===== src/verilog/cmc_pkg.sv =====
/*
 Constants, register map and carrier types of the CAN mode control block.
 Assumes one 20 MHz clock shared by the block and the protocol core.
*/
package cmc_pkg;
    // Register offsets
    localparam logic [3:0] OFF_CTL0 = 4'h0;
    localparam logic [3:0] OFF_CTL1 = 4'h1;
    localparam logic [3:0] OFF_BTR0 = 4'h2;
    localparam logic [3:0] OFF_IRQ_STAT = 4'h4;
    localparam logic [3:0] OFF_IRQ_EN = 4'h5;
    localparam logic [3:0] OFF_IRQ_CLR = 4'h6;
    localparam logic [3:0] OFF_RECOVER = 4'h7;
    // control_one fields
    localparam int B_ENABLE = 7;
    localparam int B_CLKSEL = 6;
    localparam int B_LOOP = 5;
    localparam int B_MONITOR = 4;
    localparam int B_BUSOFF_RECOVERY_SELECT = 3;
    localparam int B_WFILT = 2;
    localparam int B_SLEEP_ACK = 1;
    localparam int B_INIT_ACK = 0;
    localparam int CTL1_WR_LO = 2;
    // control_zero fields and the recovery request bit
    localparam int B_WAKE_EN = 2;
    localparam int B_SLEEP_REQ = 1;
    localparam int B_INIT_REQ = 0;
    localparam int B_REC_REQ = 0;
    // bit_timing_zero fields
    localparam int JW_HI = 7;
    localparam int JW_LO = 6;
    localparam int PRE_HI = 5;
    localparam int PRE_LO = 0;
    // Reset values
    localparam logic [7:0] CTL1_RESET = 8'h11;
    localparam logic [7:0] BTR0_RESET = 8'h00;
    localparam logic [3:0] IRQ_RESET = 4'h0;
    // Interrupt event bits
    localparam int EV_TX = 0;
    localparam int EV_RX = 1;
    localparam int EV_WAKE = 2;
    localparam int EV_BOFF = 3;
    localparam int NUM_EV = 4;
    // Wake filter time
    localparam int CLK_PERIOD_NS = 50;
    localparam int WAKE_FILTER_NS = 2000;
    localparam int WAKE_FILTER_CYC = (WAKE_FILTER_NS + CLK_PERIOD_NS - 1) / CLK_PERIOD_NS;

    typedef struct packed {
        logic tx_bit;
        logic ack_drive;
        logic err_drive;
        logic bus_idle;
        logic tx_done;
        logic rx_done;
        logic busoff;
        logic recover_ok;
    } cmc_core_in_t;

    typedef struct packed {
        logic rx_bit;
        logic ack_ignore;
        logic tx_allow;
        logic err_freeze;
        logic recover_go;
        logic tq_tick;
        logic bus_clock;
        logic [2:0] jump_tq;
    } cmc_core_out_t;
endpackage


===== src/verilog/cmc_top.sv =====
/*
 CAN mode control, handshakes and first bit timing register.
 Assumes a protocol core on CLK behind CORE_IN/CORE_OUT and OSC_TICK
 already on CLK; only BUS_RECEIVE_PIN comes from outside the clock domain.
*/
// The strobed register port is this design's own decision.
`timescale 1ns/1ps
module cmc_top #(
    parameter int WAKE_CYC = cmc_pkg::WAKE_FILTER_CYC
) (
    input wire logic CLK,
    input wire logic SRST,
    input wire logic CE,
    input wire logic [3:0] ADDR,
    input wire logic [7:0] WDATA,
    input wire logic WR,
    input wire logic RD,
    output logic [7:0] RDATA,
    input wire logic OSC_TICK,
    input wire logic BUS_RECEIVE_PIN,
    output logic BUS_TRANSMIT_PIN,
    input wire cmc_pkg::cmc_core_in_t CORE_IN,
    output cmc_pkg::cmc_core_out_t CORE_OUT,
    output logic IRQ
);
    localparam int WW = $clog2(WAKE_CYC + 1);
    localparam logic [WW-1:0] WAKE_MAX = WW'(WAKE_CYC);

    logic rx_s1, rx_s2, rx_s3, rx_lvl;
    logic [7:2] ctl1;
    logic [7:0] btr0;
    logic init_request, init_ack, sleep_request, sleep_ack, wake_enable;
    logic [3:0] irq_stat, irq_en;
    logic rec_pend, busoff_q;
    logic [WW-1:0] wake_cnt;
    logic [5:0] pre_cnt;

    // Decode
    wire wr_ctl0 = WR && ADDR == cmc_pkg::OFF_CTL0;
    wire wr_ctl1 = WR && ADDR == cmc_pkg::OFF_CTL1;
    wire wr_btr0 = WR && ADDR == cmc_pkg::OFF_BTR0;
    wire wr_en = WR && ADDR == cmc_pkg::OFF_IRQ_EN;
    wire wr_clr = WR && ADDR == cmc_pkg::OFF_IRQ_CLR;
    wire wr_rec = WR && ADDR == cmc_pkg::OFF_RECOVER;

    // Mode bits
    wire module_enable_bit = ctl1[cmc_pkg::B_ENABLE];
    wire clock_select = ctl1[cmc_pkg::B_CLKSEL];
    wire self_loopback = ctl1[cmc_pkg::B_LOOP];
    wire monitor_only = ctl1[cmc_pkg::B_MONITOR];
    wire busoff_recovery_select = ctl1[cmc_pkg::B_BUSOFF_RECOVERY_SELECT];
    wire wake_filter_select = ctl1[cmc_pkg::B_WFILT];
    wire [1:0] jump_width = btr0[cmc_pkg::JW_HI:cmc_pkg::JW_LO];
    wire [5:0] quantum_prescaler = btr0[cmc_pkg::PRE_HI:cmc_pkg::PRE_LO];

    wire init_active = init_request && init_ack;
    wire sleep_active = sleep_request && sleep_ack;
    wire run = module_enable_bit && !init_request && !sleep_active;

    // Wake detection
    wire wake_hit = wake_filter_select ? (wake_cnt == WAKE_MAX) : !rx_lvl;
    wire wake_seen = sleep_active && wake_enable && wake_hit;
    wire [WW-1:0] next_wake_cnt = (!sleep_active || rx_lvl) ? '0 :
        (wake_cnt == WAKE_MAX) ? wake_cnt : wake_cnt + WW'(1);

    // Control zero handshake requests and control one acknowledges
    wire wd_init = WDATA[cmc_pkg::B_INIT_REQ];
    wire wd_sleep = WDATA[cmc_pkg::B_SLEEP_REQ];
    wire next_init_request = !wr_ctl0 ? init_request :
        (wd_init || !init_ack) ? (wd_init || init_request) : 1'b0;
    wire sleep_set_ok = !irq_stat[cmc_pkg::EV_WAKE];
    wire next_sleep_request = wake_seen ? 1'b0 :
        !wr_ctl0 ? sleep_request :
        wd_sleep ? (sleep_request || sleep_set_ok) :
        (sleep_ack ? 1'b0 : sleep_request);
    wire next_init_ack = init_request;
    wire next_sleep_ack = wake_seen ? 1'b0 :
        !sleep_request ? 1'b0 :
        (CORE_IN.bus_idle && !init_request) ? 1'b1 : sleep_ack;

    // Events and interrupts
    wire [3:0] ev;
    assign ev[cmc_pkg::EV_TX] = run && CORE_IN.tx_done;
    assign ev[cmc_pkg::EV_RX] = run && (CORE_IN.rx_done || (self_loopback && CORE_IN.tx_done));
    assign ev[cmc_pkg::EV_WAKE] = wake_seen;
    assign ev[cmc_pkg::EV_BOFF] = CORE_IN.busoff && !busoff_q;
    wire [3:0] clr_mask = wr_clr ? WDATA[3:0] : 4'h0;
    wire [3:0] next_irq_stat = (irq_stat & ~clr_mask) | ev;

    // Bus-off recovery
    wire rec_set = wr_rec && WDATA[cmc_pkg::B_REC_REQ] && busoff_recovery_select;
    wire recover_go = run && CORE_IN.busoff && CORE_IN.recover_ok &&
        (!busoff_recovery_select || rec_pend);
    wire next_rec_pend = (rec_pend && !recover_go) || rec_set;

    // Time quantum prescaler
    wire pclk_tick = clock_select ? 1'b1 : OSC_TICK;
    wire pre_wrap = pre_cnt == quantum_prescaler;
    wire tq_pulse = run && pclk_tick && pre_wrap;
    wire [5:0] next_pre_cnt = !run ? 6'h00 : !pclk_tick ? pre_cnt :
        pre_wrap ? 6'h00 : pre_cnt + 6'h01;

    // Pin and core paths
    wire tx_line = CORE_IN.tx_bit && !CORE_IN.ack_drive && !CORE_IN.err_drive;
    wire drive_ok = run && !self_loopback && !monitor_only;
    wire next_tx_pin = drive_ok ? tx_line : 1'b1;
    wire next_rx_bit = !run ? 1'b1 : self_loopback ? CORE_IN.tx_bit : rx_lvl;
    cmc_pkg::cmc_core_out_t next_core;
    assign next_core.rx_bit = next_rx_bit;
    assign next_core.ack_ignore = self_loopback;
    assign next_core.tx_allow = run && !monitor_only;
    assign next_core.err_freeze = monitor_only;
    assign next_core.recover_go = recover_go;
    assign next_core.tq_tick = tq_pulse;
    assign next_core.bus_clock = clock_select;
    assign next_core.jump_tq = {1'b0, jump_width} + 3'h1;

    // Read mux
    wire [7:0] rd_ctl0 = {5'h00, wake_enable, sleep_request, init_request};
    wire [7:0] rd_ctl1 = {ctl1, sleep_ack, init_ack};
    wire [7:0] next_rdata = !RD ? 8'h00 :
        ADDR == cmc_pkg::OFF_CTL0 ? rd_ctl0 :
        ADDR == cmc_pkg::OFF_CTL1 ? rd_ctl1 :
        ADDR == cmc_pkg::OFF_BTR0 ? btr0 :
        ADDR == cmc_pkg::OFF_IRQ_STAT ? {4'h0, irq_stat} :
        ADDR == cmc_pkg::OFF_IRQ_EN ? {4'h0, irq_en} : 8'h00;

    // Receive pin synchroniser
    always_ff @(posedge CLK) begin
        if (SRST) begin
            rx_s1 <= 1'b1;
            rx_s2 <= 1'b1;
            rx_s3 <= 1'b1;
            rx_lvl <= 1'b1;
        end else if (CE) begin
            rx_s1 <= BUS_RECEIVE_PIN;
            rx_s2 <= rx_s1;
            rx_s3 <= rx_s2;
            if (rx_s2 == rx_s3) begin
                rx_lvl <= rx_s3;
            end
        end
    end

    // Configuration registers
    always_ff @(posedge CLK) begin
        if (SRST) begin
            ctl1 <= cmc_pkg::CTL1_RESET[7:2];
            btr0 <= cmc_pkg::BTR0_RESET;
            wake_enable <= 1'b0;
        end else if (CE) begin
            if (wr_ctl1 && init_active) begin
                ctl1 <= WDATA[7:2];
            end
            if (wr_btr0 && init_active) begin
                btr0 <= WDATA;
            end
            if (wr_ctl0) begin
                wake_enable <= WDATA[cmc_pkg::B_WAKE_EN];
            end
        end
    end

    // Handshakes
    always_ff @(posedge CLK) begin
        if (SRST) begin
            init_request <= 1'b1;
            init_ack <= cmc_pkg::CTL1_RESET[cmc_pkg::B_INIT_ACK];
            sleep_request <= 1'b0;
            sleep_ack <= cmc_pkg::CTL1_RESET[cmc_pkg::B_SLEEP_ACK];
            wake_cnt <= '0;
        end else if (CE) begin
            init_request <= next_init_request;
            init_ack <= next_init_ack;
            sleep_request <= next_sleep_request;
            sleep_ack <= next_sleep_ack;
            wake_cnt <= next_wake_cnt;
        end
    end

    // Interrupts, recovery and prescaler
    always_ff @(posedge CLK) begin
        if (SRST) begin
            irq_stat <= cmc_pkg::IRQ_RESET;
            irq_en <= cmc_pkg::IRQ_RESET;
            rec_pend <= 1'b0;
            busoff_q <= 1'b0;
            pre_cnt <= 6'h00;
        end else if (CE) begin
            irq_stat <= next_irq_stat;
            if (wr_en) begin
                irq_en <= WDATA[3:0];
            end
            rec_pend <= next_rec_pend;
            busoff_q <= CORE_IN.busoff;
            pre_cnt <= next_pre_cnt;
        end
    end

    // Outputs
    always_ff @(posedge CLK) begin
        if (SRST) begin
            RDATA <= 8'h00;
            BUS_TRANSMIT_PIN <= 1'b1;
            CORE_OUT <= '0;
            IRQ <= 1'b0;
        end else if (CE) begin
            RDATA <= next_rdata;
            BUS_TRANSMIT_PIN <= next_tx_pin;
            CORE_OUT <= next_core;
            IRQ <= |(next_irq_stat & irq_en);
        end
    end
endmodule


===== config.mk =====
export PLATFORM = sky130hd
export DESIGN_NAME = cmc_top
export DESIGN_NICKNAME = d
export VERILOG_FILES = /design/src/verilog/cmc_pkg.sv /design/src/verilog/cmc_top.sv
export SDC_FILE = /design/constraint.sdc
export NUM_CORES = 1
export LEC_CHECK = 0
export ABC_AREA = 1
export BUFFER_PORTS_ARGS = -buffer_cell sky130_fd_sc_hd__buf_2
export CAP_MARGIN = 25
export CORE_ASPECT_RATIO = 0.9
export CORE_MARGIN = 4
export CORE_UTILIZATION = 38
export CTS_CLUSTER_SIZE = 28
export DETAILED_ROUTE_END_ITERATION = 8
export HOLD_SLACK_MARGIN = 0.08
export PLACE_DENSITY_LB_ADDON = 0.05
export REMOVE_ABC_BUFFERS = 1
export SYNTH_ARGS = -nofsm -noshare
export SYNTH_HDL_FRONTEND = slang
export SYNTH_SLANG_ARGS = --single-unit

===== constraint.sdc =====
create_clock -name CLK -period 2.94 [get_ports CLK]
set_input_delay 0.588 -clock CLK [delete_from_list [all_inputs] [get_ports CLK]]
set_output_delay 0.588 -clock CLK [all_outputs]
set_load 0.005 [all_outputs]

==> results.md <==
- VDD IR max: 214 uV
- CTS H-tree depth: 3
- Largest net degree at the start of global routing: 32
- Final period utilization: about 57%
- Post-CTS resize count: 0
- WL/cell: 14.3 um
- Synth Area in Compound Gates: 19.0%
- Die X: 103 um
- Clock insertion delay at the later pin of the skew report: 0.35 ns
- Cell Rows: 30
- DRC violations left: 0
- RSZ-0062 raised after global routing: false
- Synth Cell Area: a little over 3000 um2
- Worst-path fanout max: 19
- Crit path capture type: flip-flop
- Final min period: 1.67 ns
- Worst EP arrival: 1.89 ns
- Number of synthesized flops with an enable pin: 0
- DP Cell Count: 571
- Placement Setup Slack: 0.911 ns
- Initial antenna violation count: 0
- Top-count cell post-synth: nand2_1
- XOR/XNOR Fraction of Synth Area: roughly 1.4%
- Clk_skew: 0.0110 ns
- Worst Path Required: 3.17 ns
- Initial Utilization: 40.0%
- Congestion Overflow GR: 0
- Largest cells by area after synthesis: dfxtp_1 42%, nand2_1 13%, a21oi_1 7.6%
- CTS tree: done
- Post-Synth Simple-Gate Area: 27.3%
- Multiplexer share of the synthesized area: 0%
- Most frequent cells after synthesis: 109 x nand2_1, 65 x dfxtp_1, 47 x a21oi_1
- Inserted Clock Buffers: 9
- Final Non-Filler Cells: 586
- Vias per Instance: 5.03
- Nets@finish: 517
- Die Ht: 93.6 um
- Vias in the first global route: 2,736
- DRT iter0 DRCs: 122
- Core Region: 7730 um2
- Leading area contributor after synthesis: dfxtp_1
- RePlAce Congestion: about 0.83
- I/O pin count: between 40 and 50
- Max Buffers Root-to-Sink: 2
- Mapped Cells: 440
- Setup CP Type: in -> reg
- Run status: finished clean
- Worst-path clk slew: ~0.080 ns
- Slew margin rel.: 46.2%
- Post-Route WL: 8380 um
- Final hold vios: 0
- Post-Synthesis Mean Instance Area: 7.03 um2
- Crit start category: input port
- Final HPWL DP: 6060 um
- Post-CTS Hold Buffers: 0
- Share of cells above drive strength 1: 17.6%
- Pre-antenna DRT Iters: 6
- Combinational family with the most area after synthesis: simple AND/OR/NAND/NOR gates
- Top cell type's share of synthesized area: 42.1%
- Hold Path Class: in -> reg
- Syn. warnings: 0
- First-pass GRT wire length: ~14,000 um
- Worst setup margin: 1.27 ns
- P per Cell Area: 505 nW/um2
- Fmax: 0.600 GHz
- Setup TNS: 0 ns
- Netlist cell types: 38
- Post-route ant nets: 0
- Clock sink count: 65
- Area Growth Syn to Fin: 15.7%
- Setup violations, final: 0
- Worst-Margin Slew: 0.806 ns
- Postcts setup bufs: 0
- Final slew viol count: 0
- Adder-cell share of the synthesized area: 1.62%
- Async SR Flop Fraction: 0%
- Max Cap Violations: 0
- Vias after detailed routing: between 2,000 and 3,000
- Total GRT Usage: 18.2%
- Number of port buffers: 46
- Post-synthesis sequential area ratio: 42.1%
- Clock root cell: clkbuf_8
- P_leak: 1.56 nW
- Synth Register Bits: 65
- Antenna Cells: 0
- Synth Flop Type: dfxtp_1
- Die area: 9650 um2
state kept, by name, summed over array words and instances (netlist names), 4 cells and up:
register  flops
CORE_OUT     10
ctl1          6
btr0          8
RDATA         8
pre_cnt       6
wake_cnt      6
irq_en        4
irq_stat      4
final cells by class:
class | count | area [um2]
inverters | 51 | 193
clock buffers | 10 | 128
fillers | 838 | 4160
repair buffers | 49 | 253
well taps | 96 | 120
clock inverters | 5 | 57.6
multi-input cells | 310 | 1530
flip-flops and latches | 65 | 1300
path summary, 6_finish.rpt:
kind	start	to	slack, ns	cells past startpoint
setup / recovery	CE	ctl1[5]	1.27	6
hold / removal	BUS_RECEIVE_PIN	rx_s1	0.44	3
setup reg to reg	wake_cnt[0]	wake_cnt[3]	1.36	6
hold reg to reg	CORE_OUT[4]	CORE_OUT[4]	0.46	2
cells in the final DEF, fill, tap and decap left out, types with 2 or more instances in the layout:
| cell | Yosys | final |
|---|---|---|
| a211oi_2 | 2 | 2 |
| a21oi_1 | 47 | 47 |
| a22oi_1 | 2 | 2 |
| buf_2 | 5 | 46 |
| buf_4 | 2 | 3 |
| clkbuf_8 | 0 | 9 |
| clkinv_2 | 1 | 2 |
| clkinvlp_4 | 0 | 3 |
| dfxtp_1 | 65 | 65 |
| ha_1 | 4 | 4 |
| inv_1 | 43 | 43 |
| inv_2 | 7 | 7 |
| nand2_1 | 109 | 109 |
| nand2_2 | 3 | 3 |
| nand3_1 | 26 | 26 |
| nand3_2 | 3 | 3 |
| nand4_1 | 2 | 2 |
| nor2_1 | 36 | 36 |
| nor2_2 | 2 | 2 |
| nor3_1 | 5 | 5 |
| o211ai_1 | 2 | 2 |
| o21ai_0 | 33 | 33 |
| o21ai_1 | 13 | 13 |
| o21bai_1 | 3 | 3 |
| o22ai_1 | 2 | 2 |
| xor2_1 | 5 | 5 |
power by group:
| group | internal (mW) | switching (mW) |
|---|---|---|
| registers | 0.900 | 0.0130 |
| clock network | 0.386 | 0.359 |
| logic | 0.0502 | 0.0976 |
metrics by stage:
step                total power [mW]  area [um2]  utilization (%)  hold slack, ns
detailed placement              1.08        3390             43.9           0.443
global placement                1.08        3390             43.9           0.448
floorplan                       1.01        3020                -           0.429
CTS                             1.82        3580             46.3           0.433
finish                          1.81        3580             46.3           0.443
global route                    1.88        3580             46.3           0.442
metal layers:
layer  part of all wire [%]  global-route usage [%]  vias to the layer above
li1                       -                       -                     1524
met1                     50                    26.6                     1338
met2                     42                    26.2                       75
met3                    6.3                    4.25                       12
met4                    1.3                    5.93                        0
met5                      0                       0                        -
worst max-delay path, cell delays in order:
cell     delay, ns
buf_2         0.31
nand2_1       0.17
nor3_2        0.25
nand2_1       0.30
o21ai_1       0.21
a21oi_1       0.05
cell families (layout without fill, tap and decap cells):
family	after synthesis	count (layout)
buffers and inverters	65	115
AND/OR/NAND/NOR	193	193
adder cells (fa/ha/maj)	4	4
XOR/XNOR	5	5
AO/OA/AOI/OAI	108	108
flip-flops	65	65
(Power assumes the default switching activity.)
